$ cat src/design/pifr_params.svh
/*
  Constants of the peripheral interrupt flag register: register indices,
  field positions, reset values and bus response codes.
  Assumes it is included by bare name wherever these constants are used.
*/
`ifndef PIFR_PARAMS_SVH
`define PIFR_PARAMS_SVH

// Bus address width and register indices; byte address is four times the index.
`define PIFR_ADDR_W 8
`define PIFR_FLAGS_IDX 8'h16
`define PIFR_CTRL_IDX 8'h17

// Flag positions within the flag register.
`define PIFR_BIT_PORT 7
`define PIFR_BIT_T3 6
`define PIFR_BIT_T2 5
`define PIFR_BIT_T1 4
`define PIFR_BIT_CAP2 3
`define PIFR_BIT_CAP1 2
`define PIFR_BIT_TX 1
`define PIFR_BIT_RX 0

// Control register fields.
`define PIFR_CTRL_RELATCH 0
`define PIFR_LATCH_LSB 8
`define PIFR_LATCH_MSB 15

// Reset values.
`define PIFR_RW_RST 6'h00
`define PIFR_TX_RST 1'h1
`define PIFR_RX_RST 1'h0
`define PIFR_FLAGS_RST 8'h02
`define PIFR_LATCH_RST 8'h00

// AXI responses.
`define PIFR_RESP_OKAY 2'h0
`define PIFR_RESP_SLVERR 2'h2

`endif

$ cat src/design/pifr_pkg.sv
/*
  Types shared by the peripheral interrupt flag register design.
  Assumes pifr_params.svh is on the include path.
*/
`default_nettype none
`include "pifr_params.svh"

package pifr_pkg;

  typedef logic [7:0] pifr_byte_t;
  typedef logic [31:0] pifr_word_t;
  typedef logic [1:0] pifr_resp_t;

  // Word index of a byte address.
  function automatic pifr_byte_t pifr_word_idx(input logic [`PIFR_ADDR_W-1:0] addr);
    pifr_word_idx = {2'h0, addr[`PIFR_ADDR_W-1:2]};
  endfunction

endpackage

`default_nettype wire

$ cat src/design/pifr_axil.sv
/*
  AXI4-Lite slave front end: takes write address and data in either order,
  issues a one-cycle register write strobe, and answers reads one cycle after
  the address is taken.
  Assumes one clock, a synchronous active-low reset, and a register file that
  decodes indices and returns read data combinationally.
*/
`timescale 1ns/100ps
`default_nettype none
`include "pifr_params.svh"

module pifr_axil (
  input wire logic clk,
  input wire logic rst_n,
  input wire logic [`PIFR_ADDR_W-1:0] awaddr,
  input wire logic awvalid,
  output logic awready,
  input wire logic [31:0] wdata,
  input wire logic [3:0] wstrb,
  input wire logic wvalid,
  output logic wready,
  output logic [1:0] bresp,
  output logic bvalid,
  input wire logic bready,
  input wire logic [`PIFR_ADDR_W-1:0] araddr,
  input wire logic arvalid,
  output logic arready,
  output logic [31:0] rdata,
  output logic [1:0] rresp,
  output logic rvalid,
  input wire logic rready,
  output logic wr_en,
  output logic [7:0] wr_idx,
  output logic [31:0] wr_data,
  output logic [3:0] wr_strb,
  input wire logic wr_hit,
  output logic [7:0] rd_idx,
  input wire logic [31:0] rd_data,
  input wire logic rd_hit
);

  logic aw_full_q, aw_full_d, w_full_q, w_full_d;
  logic [`PIFR_ADDR_W-1:0] addr_q;
  pifr_pkg::pifr_word_t data_q;
  logic [3:0] strb_q;
  logic awready_q, wready_q, bvalid_q, bvalid_d, arready_q, rvalid_q, rvalid_d;
  pifr_pkg::pifr_resp_t bresp_q, rresp_q;
  pifr_pkg::pifr_word_t rdata_q;
  wire logic aw_take, w_take, do_wr, ar_take;

  //////////////////////////////////////////////////////////////////////////////
  // Write path.

  assign aw_take = awvalid & awready_q;
  assign w_take = wvalid & wready_q;
  assign do_wr = aw_full_q & w_full_q & ~bvalid_q;
  assign aw_full_d = aw_take | (aw_full_q & ~do_wr);
  assign w_full_d = w_take | (w_full_q & ~do_wr);
  assign bvalid_d = do_wr | (bvalid_q & ~bready);

  assign wr_en = do_wr;
  assign wr_idx = pifr_pkg::pifr_word_idx(addr_q);
  assign wr_data = data_q;
  assign wr_strb = strb_q;

  always_ff @(posedge clk) begin
    if (!rst_n) begin
      aw_full_q <= 1'b0;
      w_full_q <= 1'b0;
      awready_q <= 1'b0;
      wready_q <= 1'b0;
      bvalid_q <= 1'b0;
      bresp_q <= `PIFR_RESP_OKAY;
    end else begin
      aw_full_q <= aw_full_d;
      w_full_q <= w_full_d;
      awready_q <= ~aw_full_d;
      wready_q <= ~w_full_d;
      bvalid_q <= bvalid_d;
      if (do_wr) begin
        bresp_q <= wr_hit ? `PIFR_RESP_OKAY : `PIFR_RESP_SLVERR;
      end
    end
  end

  always_ff @(posedge clk) begin
    if (aw_take) begin
      addr_q <= awaddr;
    end
    if (w_take) begin
      data_q <= wdata;
      strb_q <= wstrb;
    end
  end

  //////////////////////////////////////////////////////////////////////////////
  // Read path.

  assign ar_take = arvalid & arready_q;
  assign rvalid_d = ar_take | (rvalid_q & ~rready);
  assign rd_idx = pifr_pkg::pifr_word_idx(araddr);

  always_ff @(posedge clk) begin
    if (!rst_n) begin
      arready_q <= 1'b0;
      rvalid_q <= 1'b0;
      rdata_q <= 32'h0000_0000;
      rresp_q <= `PIFR_RESP_OKAY;
    end else begin
      arready_q <= ~rvalid_d;
      rvalid_q <= rvalid_d;
      if (ar_take) begin
        rdata_q <= rd_hit ? rd_data : 32'h0000_0000;
        rresp_q <= rd_hit ? `PIFR_RESP_OKAY : `PIFR_RESP_SLVERR;
      end
    end
  end

  assign awready = awready_q;
  assign wready = wready_q;
  assign bvalid = bvalid_q;
  assign bresp = bresp_q;
  assign arready = arready_q;
  assign rvalid = rvalid_q;
  assign rdata = rdata_q;
  assign rresp = rresp_q;

endmodule

`default_nettype wire

$ cat src/design/pifr_flags.sv
/*
  Peripheral interrupt flag register: gathers event strobes from the port
  change detector, three timers, two capture units and the serial buffers
  into one 8-bit flag register reachable over AXI4-Lite.
  Assumes all event inputs are synchronous to CLK, one-cycle strobes for
  timer and capture events and levels for the port and the serial buffers.
*/
// Added by the designer: the AXI4-Lite interface to the registers.
`timescale 1ns/100ps
`default_nettype none
`include "pifr_params.svh"

module pifr_flags #(
  parameter int PORT_W = 8
) (
  input wire logic CLK,
  input wire logic RST_N,
  input wire logic [`PIFR_ADDR_W-1:0] AWADDR,
  input wire logic AWVALID,
  output logic AWREADY,
  input wire logic [31:0] WDATA,
  input wire logic [3:0] WSTRB,
  input wire logic WVALID,
  output logic WREADY,
  output logic [1:0] BRESP,
  output logic BVALID,
  input wire logic BREADY,
  input wire logic [`PIFR_ADDR_W-1:0] ARADDR,
  input wire logic ARVALID,
  output logic ARREADY,
  output logic [31:0] RDATA,
  output logic [1:0] RRESP,
  output logic RVALID,
  input wire logic RREADY,
  input wire logic [PORT_W-1:0] CHANGE_MONITORED_PORT,
  input wire logic CAPTURE1_MODE_SELECT,
  input wire logic T3_OVERFLOW,
  input wire logic T3_PERIOD_WRAP,
  input wire logic T2_PERIOD_WRAP,
  input wire logic TIMER1_WIDTH_SELECT,
  input wire logic T1_PERIOD_WRAP,
  input wire logic T12_CASCADE_WRAP,
  input wire logic CAPTURE1_EVENT,
  input wire logic CAPTURE2_EVENT,
  input wire logic TX_BUF_FULL,
  input wire logic RX_BUF_FULL,
  output logic [7:0] PERIPHERAL_IRQ_FLAGS
);

  logic [7:2] rw_q, rw_d;
  logic serial_tx_flag_q, serial_rx_flag_q;
  logic [PORT_W-1:0] port_latch_q;
  logic latch_init_q;
  wire logic wr_en, wr_hit, rd_hit, flags_wr, ctrl_wr, relatch, port_mismatch;
  wire logic [7:0] wr_idx, rd_idx;
  wire logic [31:0] wr_data, rd_data, ctrl_rd;
  wire logic [3:0] wr_strb;
  wire logic [7:2] set_ev, wr_val;
  wire pifr_pkg::pifr_byte_t flags_rd;

  // Register decode shared by the write path, the read path and the checks.
  function automatic logic is_flags(input pifr_pkg::pifr_byte_t idx);
    is_flags = (idx == `PIFR_FLAGS_IDX);
  endfunction

  function automatic logic is_mapped(input pifr_pkg::pifr_byte_t idx);
    is_mapped = is_flags(idx) | (idx == `PIFR_CTRL_IDX);
  endfunction

  //////////////////////////////////////////////////////////////////////////////
  // Bus slave.

  pifr_axil u_axil (
    .clk(CLK),
    .rst_n(RST_N),
    .awaddr(AWADDR),
    .awvalid(AWVALID),
    .awready(AWREADY),
    .wdata(WDATA),
    .wstrb(WSTRB),
    .wvalid(WVALID),
    .wready(WREADY),
    .bresp(BRESP),
    .bvalid(BVALID),
    .bready(BREADY),
    .araddr(ARADDR),
    .arvalid(ARVALID),
    .arready(ARREADY),
    .rdata(RDATA),
    .rresp(RRESP),
    .rvalid(RVALID),
    .rready(RREADY),
    .wr_en(wr_en),
    .wr_idx(wr_idx),
    .wr_data(wr_data),
    .wr_strb(wr_strb),
    .wr_hit(wr_hit),
    .rd_idx(rd_idx),
    .rd_data(rd_data),
    .rd_hit(rd_hit)
  );

  //////////////////////////////////////////////////////////////////////////////
  // Register decode.

  assign wr_hit = is_mapped(wr_idx);
  assign rd_hit = is_mapped(rd_idx);
  assign flags_wr = wr_en & is_flags(wr_idx) & wr_strb[0];
  assign ctrl_wr = wr_en & (wr_idx == `PIFR_CTRL_IDX) & wr_strb[0];
  assign wr_val = wr_data[`PIFR_BIT_PORT:`PIFR_BIT_CAP1];

  // Read-only bits ignore writes; only the writable flags are stored.
  assign flags_rd = {rw_q, serial_tx_flag_q, serial_rx_flag_q};
  assign ctrl_rd = 32'(port_latch_q) << `PIFR_LATCH_LSB;
  assign rd_data = is_flags(rd_idx) ? {24'h00_0000, flags_rd} : ctrl_rd;

  //////////////////////////////////////////////////////////////////////////////
  // Port change detection.

  // The latch follows the port once after reset and again on software request,
  // so a mismatch that software has dealt with stops setting the flag.
  assign relatch = latch_init_q | (ctrl_wr & wr_data[`PIFR_CTRL_RELATCH]);
  assign port_mismatch = |(CHANGE_MONITORED_PORT ^ port_latch_q);

  always_ff @(posedge CLK) begin
    if (!RST_N) begin
      latch_init_q <= 1'b1;
      port_latch_q <= {PORT_W{1'b0}};
    end else begin
      latch_init_q <= 1'b0;
      if (relatch) begin
        port_latch_q <= CHANGE_MONITORED_PORT;
      end
    end
  end

  //////////////////////////////////////////////////////////////////////////////
  // Event selection and flag storage.

  assign set_ev[`PIFR_BIT_PORT] = port_mismatch & ~relatch;
  assign set_ev[`PIFR_BIT_T3] = CAPTURE1_MODE_SELECT ? T3_OVERFLOW : T3_PERIOD_WRAP;
  assign set_ev[`PIFR_BIT_T2] = T2_PERIOD_WRAP;
  assign set_ev[`PIFR_BIT_T1] = TIMER1_WIDTH_SELECT ? T12_CASCADE_WRAP : T1_PERIOD_WRAP;
  assign set_ev[`PIFR_BIT_CAP2] = CAPTURE2_EVENT;
  assign set_ev[`PIFR_BIT_CAP1] = CAPTURE1_EVENT;

  // Enables and the global disable are not inputs here, so nothing masks a set.
  assign rw_d = set_ev | (flags_wr ? wr_val : rw_q);

  always_ff @(posedge CLK) begin
    if (!RST_N) begin
      rw_q <= `PIFR_RW_RST;
      serial_tx_flag_q <= `PIFR_TX_RST;
      serial_rx_flag_q <= `PIFR_RX_RST;
    end else begin
      rw_q <= rw_d;
      serial_tx_flag_q <= ~TX_BUF_FULL;
      serial_rx_flag_q <= RX_BUF_FULL;
    end
  end

  assign PERIPHERAL_IRQ_FLAGS = {rw_q, serial_tx_flag_q, serial_rx_flag_q};

  //////////////////////////////////////////////////////////////////////////////
  // Assertions.

  property p_reset_value;
    @(posedge CLK) !RST_N |=> (PERIPHERAL_IRQ_FLAGS == `PIFR_FLAGS_RST);
  endproperty
  a_reset_flag_values: assert property (p_reset_value)
    else $error("flag register does not hold its reset value after reset");

  a_set_not_masked: assert property (@(posedge CLK) disable iff (!RST_N)
    (set_ev != 6'h00) |=> ((rw_q & $past(set_ev)) == $past(set_ev)))
    else $error("an event did not set its flag");

  a_flag_sticks: assert property (@(posedge CLK) disable iff (!RST_N)
    !flags_wr |=> ((rw_q & $past(rw_q)) == $past(rw_q)))
    else $error("a set flag dropped without a software write");

  a_write_clears: assert property (@(posedge CLK) disable iff (!RST_N)
    (flags_wr && set_ev == 6'h00) |=> (rw_q == $past(wr_val)))
    else $error("software write did not store the writable flags");

  a_set_beats_clear: assert property (@(posedge CLK) disable iff (!RST_N)
    (flags_wr && set_ev != 6'h00) |=> ((rw_q & $past(set_ev)) == $past(set_ev)))
    else $error("a clear in the event cycle won over the set");

  a_port_mismatch: assert property (@(posedge CLK) disable iff (!RST_N)
    (port_mismatch && !relatch) |=> rw_q[`PIFR_BIT_PORT])
    else $error("port mismatch did not set the port flag");

  a_port_quiet: assert property (@(posedge CLK) disable iff (!RST_N)
    (!port_mismatch && flags_wr && !wr_val[`PIFR_BIT_PORT]) |=> !rw_q[`PIFR_BIT_PORT])
    else $error("port flag set with no mismatch");

  a_t3_overflow: assert property (@(posedge CLK) disable iff (!RST_N)
    (CAPTURE1_MODE_SELECT && T3_OVERFLOW) |=> rw_q[`PIFR_BIT_T3])
    else $error("timer3 overflow in capture mode did not set its flag");

  a_t3_period: assert property (@(posedge CLK) disable iff (!RST_N)
    (!CAPTURE1_MODE_SELECT && T3_PERIOD_WRAP) |=> rw_q[`PIFR_BIT_T3])
    else $error("timer3 period wrap did not set its flag");

  a_t3_wrong_source: assert property (@(posedge CLK) disable iff (!RST_N)
    (!CAPTURE1_MODE_SELECT && !T3_PERIOD_WRAP && flags_wr && !wr_val[`PIFR_BIT_T3])
    |=> !rw_q[`PIFR_BIT_T3])
    else $error("timer3 flag set by the unselected source");

  a_t2_wrap: assert property (@(posedge CLK) disable iff (!RST_N)
    T2_PERIOD_WRAP |=> rw_q[`PIFR_BIT_T2])
    else $error("timer2 wrap did not set its flag");

  a_t1_narrow: assert property (@(posedge CLK) disable iff (!RST_N)
    (!TIMER1_WIDTH_SELECT && T1_PERIOD_WRAP) |=> rw_q[`PIFR_BIT_T1])
    else $error("timer1 8-bit wrap did not set its flag");

  a_t1_cascade: assert property (@(posedge CLK) disable iff (!RST_N)
    (TIMER1_WIDTH_SELECT && T12_CASCADE_WRAP) |=> rw_q[`PIFR_BIT_T1])
    else $error("cascaded timer wrap did not set the timer1 flag");

  a_t1_wrong_source: assert property (@(posedge CLK) disable iff (!RST_N)
    (TIMER1_WIDTH_SELECT && !T12_CASCADE_WRAP && flags_wr && !wr_val[`PIFR_BIT_T1])
    |=> !rw_q[`PIFR_BIT_T1])
    else $error("timer1 flag set by the 8-bit wrap in 16-bit mode");

  a_cap2_event: assert property (@(posedge CLK) disable iff (!RST_N)
    CAPTURE2_EVENT |=> rw_q[`PIFR_BIT_CAP2])
    else $error("capture2 event did not set its flag");

  a_cap1_event: assert property (@(posedge CLK) disable iff (!RST_N)
    CAPTURE1_EVENT |=> rw_q[`PIFR_BIT_CAP1])
    else $error("capture1 event did not set its flag");

  a_tx_mirror: assert property (@(posedge CLK) disable iff (!RST_N)
    1'b1 |=> (PERIPHERAL_IRQ_FLAGS[`PIFR_BIT_TX] == !$past(TX_BUF_FULL)))
    else $error("transmit flag does not mirror the transmit buffer");

  a_rx_mirror: assert property (@(posedge CLK) disable iff (!RST_N)
    RX_BUF_FULL[*2] |-> PERIPHERAL_IRQ_FLAGS[`PIFR_BIT_RX])
    else $error("receive flag low while the receive buffer holds a byte");

  a_read_flags: assert property (@(posedge CLK) disable iff (!RST_N)
    (ARVALID && ARREADY && rd_idx == `PIFR_FLAGS_IDX)
    |=> (RVALID && RDATA == {24'h00_0000, $past(flags_rd)}))
    else $error("flag read returned the wrong value");

  a_read_ctrl: assert property (@(posedge CLK) disable iff (!RST_N)
    (ARVALID && ARREADY && rd_idx == `PIFR_CTRL_IDX)
    |=> (RDATA == (32'($past(port_latch_q)) << `PIFR_LATCH_LSB)))
    else $error("control read did not return the latched port");

  a_read_miss: assert property (@(posedge CLK) disable iff (!RST_N)
    (ARVALID && ARREADY && !rd_hit)
    |=> (RDATA == 32'h0000_0000 && RRESP == `PIFR_RESP_SLVERR))
    else $error("unmapped read was not refused");

  a_read_answer: assert property (@(posedge CLK) disable iff (!RST_N)
    (ARVALID && ARREADY) |=> (RVALID && !ARREADY))
    else $error("read not answered one cycle after its address");

  a_read_closes: assert property (@(posedge CLK) disable iff (!RST_N)
    (RVALID && RREADY) |=> !RVALID)
    else $error("read answer stayed after its handshake");

  a_write_miss: assert property (@(posedge CLK) disable iff (!RST_N)
    (wr_en && !wr_hit) |=> (BVALID && BRESP == `PIFR_RESP_SLVERR))
    else $error("unmapped write was not refused");

  a_write_hit: assert property (@(posedge CLK) disable iff (!RST_N)
    (wr_en && wr_hit) |=> (BVALID && BRESP == `PIFR_RESP_OKAY))
    else $error("mapped write was not answered with okay");

  a_write_closes: assert property (@(posedge CLK) disable iff (!RST_N)
    (BVALID && BREADY) |=> !BVALID)
    else $error("write answer stayed after its handshake");

  a_strobe_gate: assert property (@(posedge CLK) disable iff (!RST_N)
    (wr_en && is_flags(wr_idx) && !wr_strb[0] && set_ev == 6'h00) |=> $stable(rw_q))
    else $error("write without its byte strobe changed the flags");

  a_ctrl_keeps_flags: assert property (@(posedge CLK) disable iff (!RST_N)
    (ctrl_wr && set_ev == 6'h00) |=> $stable(rw_q))
    else $error("control write changed the writable flags");

  a_latch_follows: assert property (@(posedge CLK) disable iff (!RST_N)
    (RST_N && relatch) |=> (port_latch_q == $past(CHANGE_MONITORED_PORT)))
    else $error("port latch did not take the port value");

  a_relatch_quiet: assert property (@(posedge CLK) disable iff (!RST_N)
    (relatch && !rw_q[`PIFR_BIT_PORT]) |=> !rw_q[`PIFR_BIT_PORT])
    else $error("a relatch edge set the port flag");

  a_t3_wrong_mode: assert property (@(posedge CLK) disable iff (!RST_N)
    (CAPTURE1_MODE_SELECT && !T3_OVERFLOW && flags_wr && !wr_val[`PIFR_BIT_T3])
    |=> !rw_q[`PIFR_BIT_T3])
    else $error("timer3 flag set by the period wrap in capture mode");

  a_t1_wrong_mode: assert property (@(posedge CLK) disable iff (!RST_N)
    (!TIMER1_WIDTH_SELECT && !T1_PERIOD_WRAP && flags_wr && !wr_val[`PIFR_BIT_T1])
    |=> !rw_q[`PIFR_BIT_T1])
    else $error("timer1 flag set by the cascade wrap in 8-bit mode");

  a_t2_quiet: assert property (@(posedge CLK) disable iff (!RST_N)
    (!T2_PERIOD_WRAP && flags_wr && !wr_val[`PIFR_BIT_T2]) |=> !rw_q[`PIFR_BIT_T2])
    else $error("timer2 flag set with no wrap");

  a_cap2_quiet: assert property (@(posedge CLK) disable iff (!RST_N)
    (!CAPTURE2_EVENT && flags_wr && !wr_val[`PIFR_BIT_CAP2]) |=> !rw_q[`PIFR_BIT_CAP2])
    else $error("capture2 flag set with no event");

  a_cap1_quiet: assert property (@(posedge CLK) disable iff (!RST_N)
    (!CAPTURE1_EVENT && flags_wr && !wr_val[`PIFR_BIT_CAP1]) |=> !rw_q[`PIFR_BIT_CAP1])
    else $error("capture1 flag set with no event");

  a_rx_empty: assert property (@(posedge CLK) disable iff (!RST_N)
    (!RX_BUF_FULL)[*2] |-> !PERIPHERAL_IRQ_FLAGS[`PIFR_BIT_RX])
    else $error("receive flag high while the receive buffer is empty");

  a_tx_full: assert property (@(posedge CLK) disable iff (!RST_N)
    TX_BUF_FULL[*2] |-> !PERIPHERAL_IRQ_FLAGS[`PIFR_BIT_TX])
    else $error("transmit flag high while the transmit buffer is full");

  c_set_and_clear: cover property (@(posedge CLK) disable iff (!RST_N)
    flags_wr && (set_ev & ~wr_val) != 6'h00);
  c_port_change: cover property (@(posedge CLK) disable iff (!RST_N)
    port_mismatch ##1 relatch ##1 !port_mismatch);
  c_cascade_wrap: cover property (@(posedge CLK) disable iff (!RST_N)
    TIMER1_WIDTH_SELECT && T12_CASCADE_WRAP);
  c_flag_read: cover property (@(posedge CLK) disable iff (!RST_N)
    RVALID && RREADY && RDATA[7:2] != 6'h00);
  c_t3_overflow: cover property (@(posedge CLK) disable iff (!RST_N)
    CAPTURE1_MODE_SELECT && T3_OVERFLOW);

endmodule

`default_nettype wire

$ cat config.mk
export PLATFORM = sky130hd
export DESIGN_NAME = pifr_flags
export DESIGN_NICKNAME = d
export VERILOG_FILES = /design/src/design/pifr_pkg.sv /design/src/design/pifr_axil.sv /design/src/design/pifr_flags.sv
export VERILOG_INCLUDE_DIRS = /design/src /design/src/design
export SDC_FILE = /design/constraint.sdc
export NUM_CORES = 1
export LEC_CHECK = 0
export ABC_CLOCK_PERIOD_IN_PS = 1720
export BUFFER_PORTS_ARGS = -buffer_cell sky130_fd_sc_hd__buf_2
export CORE_ASPECT_RATIO = 1.25
export CORE_MARGIN = 2
export CORE_UTILIZATION = 43
export DETAILED_ROUTE_END_ITERATION = 8
export PLACE_DENSITY = 0.88
export SKIP_CTS_REPAIR_TIMING = 1
export SYNTH_ARGS = -nofsm -noshare
export SYNTH_HDL_FRONTEND = slang
export SYNTH_SLANG_ARGS = --single-unit
$ cat constraint.sdc
create_clock -name CLK -period 1.72 [get_ports CLK]
set_input_delay 0.086 -clock CLK [delete_from_list [all_inputs] [get_ports CLK]]
set_output_delay 0.086 -clock CLK [all_outputs]
set_load 0.02 [all_outputs]
* Word level (Yosys, flattened, before mapping)
Cells that the tools add are included.
Word-level totals: word-level logic and storage cells 64, output and inout bits 49, ROM bits 0, memories 0, bits in registers 77, bits in writable memories 0, latch bits 0
Operators by class: bitwise logic cells 33, reduce and logical (&&, ||, !) cells 1, equality and inequality tests 4, $lt $le $gt $ge 0, shift operators 0, add/subtract/negate cells 0, multipliers 0, divide/modulo/power cells 0, muxes and demuxes 8
Operator list (number):
- two-way mux 16 bit | 2
- == test 6 x 5 -> 1 bit (second input constant) | 4
- bitwise AND 1 bit | 15
- inverter 1 bit | 9
- OR reduction 8 bit | 1
- XOR 8 bit | 1
- bitwise OR 1 bit | 7
- two-way mux 6 bit | 1
- bitwise OR 6 bit | 1
- two-way mux 2 bit | 2
- two-way mux 1 bit | 3

* Logic depth before layout (Yosys ltp)
depth in word-level cells 9, gate-level depth with buffers 5, depth with buffers taken out 4

* By module
From an unflattened synthesis, not the netlist that was laid out.
Second synthesis, totals: cells, all modules 326, area, all modules 3822.4 um^2
By module, submodules not included:
- pifr_axil | area an instance 2927.8 um^2, cells an instance 229, instances 1
- pifr_flags | area an instance 894.6 um^2, cells an instance 97, instances 1

* Worst setup path before layout
OpenSTA, ideal clock, no wires.
path type register -> register, start register u_axil.bvalid_q, in the netlist u_axil.bvalid, end register rw_q[7] in the netlist's numbering, path slack 0.154 ns, data required time 1.588 ns, setup time 0.132 ns, path buffers 1, clock period less this slack 1.566 ns, stages on the path, launching flop included 6, arrival 1.434 ns, cell sequence dfxtp_1 nand4b_2 or4_1 buf_2 o211ai_1 a21oi_1
On the way: word-level cells in the longest chain between the ends 9, elaborated cells between the ends (all ways) 12, those cells by class mux: 1; bitwise: 11
RTL lines:
- start, declared | RTL line pifr_axil.sv:46 | logic awready_q, wready_q, bvalid_q, bvalid_d, arready_q, rvalid_q, rvalid_d;
- start signal, assigned | RTL line pifr_axil.sv:79 | bvalid_q <= bvalid_d;
- inverter 1 bit * | RTL line pifr_axil.sv:56 | assign do_wr = aw_full_q & w_full_q & ~bvalid_q;
- bitwise AND 1 bit * | RTL line pifr_axil.sv:56
- bitwise AND 1 bit (2 in a row) | RTL line pifr_flags.sv:109 | assign ctrl_wr = wr_en & (wr_idx == `PIFR_CTRL_IDX) & wr_strb[0];
- bitwise AND 1 bit | RTL line pifr_flags.sv:122 | assign relatch = latch_init_q | (ctrl_wr & wr_data[`PIFR_CTRL_RELATCH]);
- bitwise OR 1 bit | RTL line pifr_flags.sv:122
- inverter 1 bit | RTL line pifr_flags.sv:140 | assign set_ev[`PIFR_BIT_PORT] = port_mismatch & ~relatch;
- bitwise AND 1 bit | RTL line pifr_flags.sv:140
- bitwise OR 6 bit * | RTL line pifr_flags.sv:148 | assign rw_d = set_ev | (flags_wr ? wr_val : rw_q);
- end signal, assigned | RTL line pifr_flags.sv:152 | rw_q <= `PIFR_RW_RST;
- end signal, assigned | RTL line pifr_flags.sv:156 | rw_q <= rw_d;
- end, declared | RTL line pifr_flags.sv:50 | logic [7:2] rw_q, rw_d;
Mark *: on every way between the ends. The rest lies on a longest branch, timed or not. A chain may end at the register's enable or synchronous reset.

* Final worst setup path
start register u_axil.addr_q[7], end register rw_q[5] in the netlist's numbering
On the way: word-level cells in the longest chain between the ends 5
RTL lines:
- start, declared | RTL line pifr_axil.sv:43 | logic [`PIFR_ADDR_W-1:0] addr_q;
- start signal, assigned | RTL line pifr_axil.sv:88 | addr_q <= awaddr;
- == test 6 x 5 -> 1 bit (no source line)
- bitwise AND 1 bit (2 in a row) | RTL line pifr_flags.sv:108 | assign flags_wr = wr_en & is_flags(wr_idx) & wr_strb[0];
- two-way mux 6 bit | RTL line pifr_flags.sv:148
- bitwise OR 6 bit | RTL line pifr_flags.sv:148
No other way between the ends.

==> flow_summary_export.csv <==
group,metric,value,unit
global_routing,grt_overflow_total,0,
critical_path,crit_chain,"nand4bb_4 > buf_4 > nor4_4 > buf_6 > mux2i_1 > a21oi_1",
final_layout,final_area,0.00286,sq mm
sta,slew_headroom,0.560,
floorplan,fp.coreArea,0.00501,sq mm
logic_synthesis,synth_compound_area_frac,0.119,
placement,io_buffers,76,
cts,clk_latency,0.31,ns
final_layout,seqCellArea,0.00126,sq mm
sta,fin_worst_skew,0.00674,ns
placement,dp_cells,340,
cts,cts_buffers,5,
power,ir_drop,0.000602,V
sta,fmaxAchievable,0.629,GHz
floorplan,fp.dieH,84.1,um
final_layout,fill_cells,476,
drt,wl_per_cell,12.8,um
cts,cts_root_buf,"clkbuf_8",
critical_path,worst_ep_required_time,1.89,ns
logic_synthesis,syn_area_per_cell,10.8,sq um
cts,clock_sinks,56,
floorplan,io_pins,127,
power,p_per_area,856,mW/mm^2
global_routing,grt_max_degree,38,
sta,hold_violations,0,
logic_synthesis,synth_mux_area_frac,0.0363,
sta,setup-tns-final,0,ns
power,clkPwrFrac,0.294,
flow_run,drv_cap,0,
cts,h-tree-depth,2,
sta,setup_ws,0.130,ns
sta,period_needed,1.59,ns
logic_synthesis,synth_cell_types,32,
critical_path,path_max_fanout,6,
global_routing,grt_pass1_wl,6.87,mm
global_routing,grtUsageTotal,0.158,
placement,routabilityCongestion,0.748,
floorplan,rows,29,
hold_path,hold_path.class,"in -> reg",
final_layout,fin_nets,379,
logic_synthesis,synth-seq-area-share,0.572,
power,seq_power_share,0.589,
critical_path,start_kind,"flip-flop",
floorplan,start_util,0.440,
drt,vias_per_cell,4.88,
placement,dpl_worst_slack,-0.00410,ns
sta,holdWs,0.00706,ns
global_routing,grt_pass1_vias,1616,
logic_synthesis,ys_ff_latch,56,
drt,num_vias,1776,
logic_synthesis,synth_top_family_by_area,"simple AND/OR/NAND/NOR gates",
final_layout,multi_input_area,815,sq um
sta,period_share,0.925,
critical_path,slowest_stage,"edfxtp_1",
placement,place_area,0.00260,sq mm
logic_synthesis,synth_area,0.00220,sq mm
drt,detail_route.iter0.violations,61,
logic_synthesis,yosys.area_share.adder,0,
cts,tritoncts,"done",
critical_path,end_kind,"flip-flop",
drt,dr.pass1.iters,4,
floorplan,die-area,0.00572,sq mm
critical_path,criticalPathCategory,"reg -> reg",
power,comb_power_share,0.117,
sta,finalMaxSlewViolations,0,
cts,path_clk_slew,0.09,ns
global_routing,grt_antenna_before_repair,0,
logic_synthesis,synth_cells,204,
placement,dp_hpwl,3.32,mm
final_layout,syn2layout_area_growth,29.8,%
drt,ant_nets,0,
critical_path,max_stage_delay,0.37,ns
power,switching_power,600,uW
status,status,"finished, final reports clean",
logic_synthesis,synth-xor-area-share,0.0318,
sta,worst_pin_slew,0.658,ns
sta,setup_viol,0,
final_layout,final_layout_size_suffix_gt1_frac,0.318,
final_layout,diodes,0,
final_layout,layoutNonFillerInstCount,364,
power,p_leak,1.23,nW
power,intPower,1.85,mW
drt,drc_errors,0,
power,switching_share,0.245,
floorplan,dieWidth,68.0,um
logic_synthesis,synthSimpleGateAreaFrac,0.150,
critical_path,crit_arrival,1.76,ns
cts,clk_path_buf_depth,2,
drt,wl,4.65,mm
logic_synthesis,ys_warn_count,0,
-- cells in the mapped netlist --
library cell	instances	area, sq um
a21oi_1	19	95.1
a22oi_1	16	120
and2_1	5	31.3
and3_1	1	6.26
buf_1	3	11.3
buf_2	1	5.00
buf_4	20	150
clkbuf_1	1	3.75
clkinv_1	1	3.75
conb_1	1	3.75
dfxtp_1	42	841
edfxtp_1	14	420
inv_1	5	18.8
inv_2	1	3.75
mux2i_1	8	80.1
nand2_1	3	11.3
nand2b_1	3	18.8
nand3_1	9	45.0
nand3b_1	1	7.51
nand4_1	2	12.5
nand4b_2	1	15.0
nand4bb_1	1	11.3
nand4bb_4	1	27.5
nor2_1	19	71.3
nor2b_1	1	6.26
nor3_1	5	25.0
nor4_2	1	12.5
nor4_4	1	21.3
o211ai_1	1	7.51
o21ai_0	8	40.0
or4_1	1	7.51
xnor2_1	8	70.1
-- power by group through the flow --
stage | combinational (mW) | sequential [mW] | clock [mW]
final | 0.287 | 1.44 | 0.721
after global routing | 0.317 | 1.45 | 0.799
after CTS | 0.258 | 1.44 | 0.753
after detailed placement | 0.258 | 1.47 | 0
after global placement | 0.253 | 1.47 | 0
after floorplan | 0.168 | 1.49 | 0
-- final timing paths --
check | startpoint | cells past startpoint | slack, ns | endpoint
min | RST_N | 2 | 0.007 | serial_tx_flag_q
max | u_axil.addr_q[7] | 6 | 0.13 | rw_q[5]
max reg2reg | u_axil.addr_q[7] | 6 | 0.13 | rw_q[5]
min reg2reg | port_latch_q[2] | 2 | 0.49 | port_latch_q[2]
-- cell type report --
type	count	share of cell area
well taps	62	0.0271
repair buffers	98	0.206
clock buffers	6	0.0289
multi-input cells	133	0.285
inverters	7	0.00918
clock inverters	2	0.00350
flip-flops and latches	56	0.441
-- metrics by stage --
stage                util  total power, mW
global placement    0.519             1.72
CTS                 0.538             2.45
global route        0.571             2.57
detailed placement  0.519             1.73
finish              0.571             2.45
floorplan               -             1.66
-- logic make-up (layout without fill, tap and decap cells) --
group | after synthesis | count (layout)
flip-flops | 56 | 56
AND/OR/NAND/NOR | 55 | 55
AO/OA/AOI/OAI | 44 | 44
buffers and inverters | 32 | 113
XOR/XNOR | 8 | 8
multiplexers | 8 | 8
other | 1 | 18
-- state kept, by name, summed over array words and instances (netlist names) --
register / count
u_axil.rdata: 16
u_axil.bvalid: 1
u_axil.bresp: 1
u_axil.wr_data: 7
u_axil.awready: 1
u_axil.aw_full_q: 1
u_axil.addr_q: 6
u_axil.arready: 1
port_latch_q: 8
u_axil.w_full_q: 1
latch_init_q: 1
u_axil.wr_strb: 1
serial_rx_flag_q: 1
u_axil.rresp: 1
serial_tx_flag_q: 1
u_axil.wready: 1
u_axil.rvalid: 1
rw_q: 6
-- per-layer routing --
metal,global-route usage,part of all wire,vias to the layer above
met5,0,0,-
met4,0.0909,0.012,0
met3,0.0391,0.067,7
met2,0.269,0.54,68
met1,0.172,0.38,825
li1,-,-,876
-- worst max-delay path, delay by kind of cell, from the launching register on --
| family | cells | cell delay (ns) |
|---|---|---|
| mux | 1 | 0.21 |
| buf+inv | 2 | 0.34 |
| flops | 1 | 0.37 |
| simple gates | 2 | 0.45 |
| compound gates | 1 | 0.08 |
-- cell usage in the layout (no fill, tap or decap), types with 9 or more instances in the layout --
cell type	count
dfxtp_1	42
buf_2	76
a21oi_1	19
nand3_1	9
edfxtp_1	14
a22oi_1	16
conb_1	18
nor2_1	19
dlygate4sd3_1	16
No activity file was read; power rests on OpenSTA's default activity.
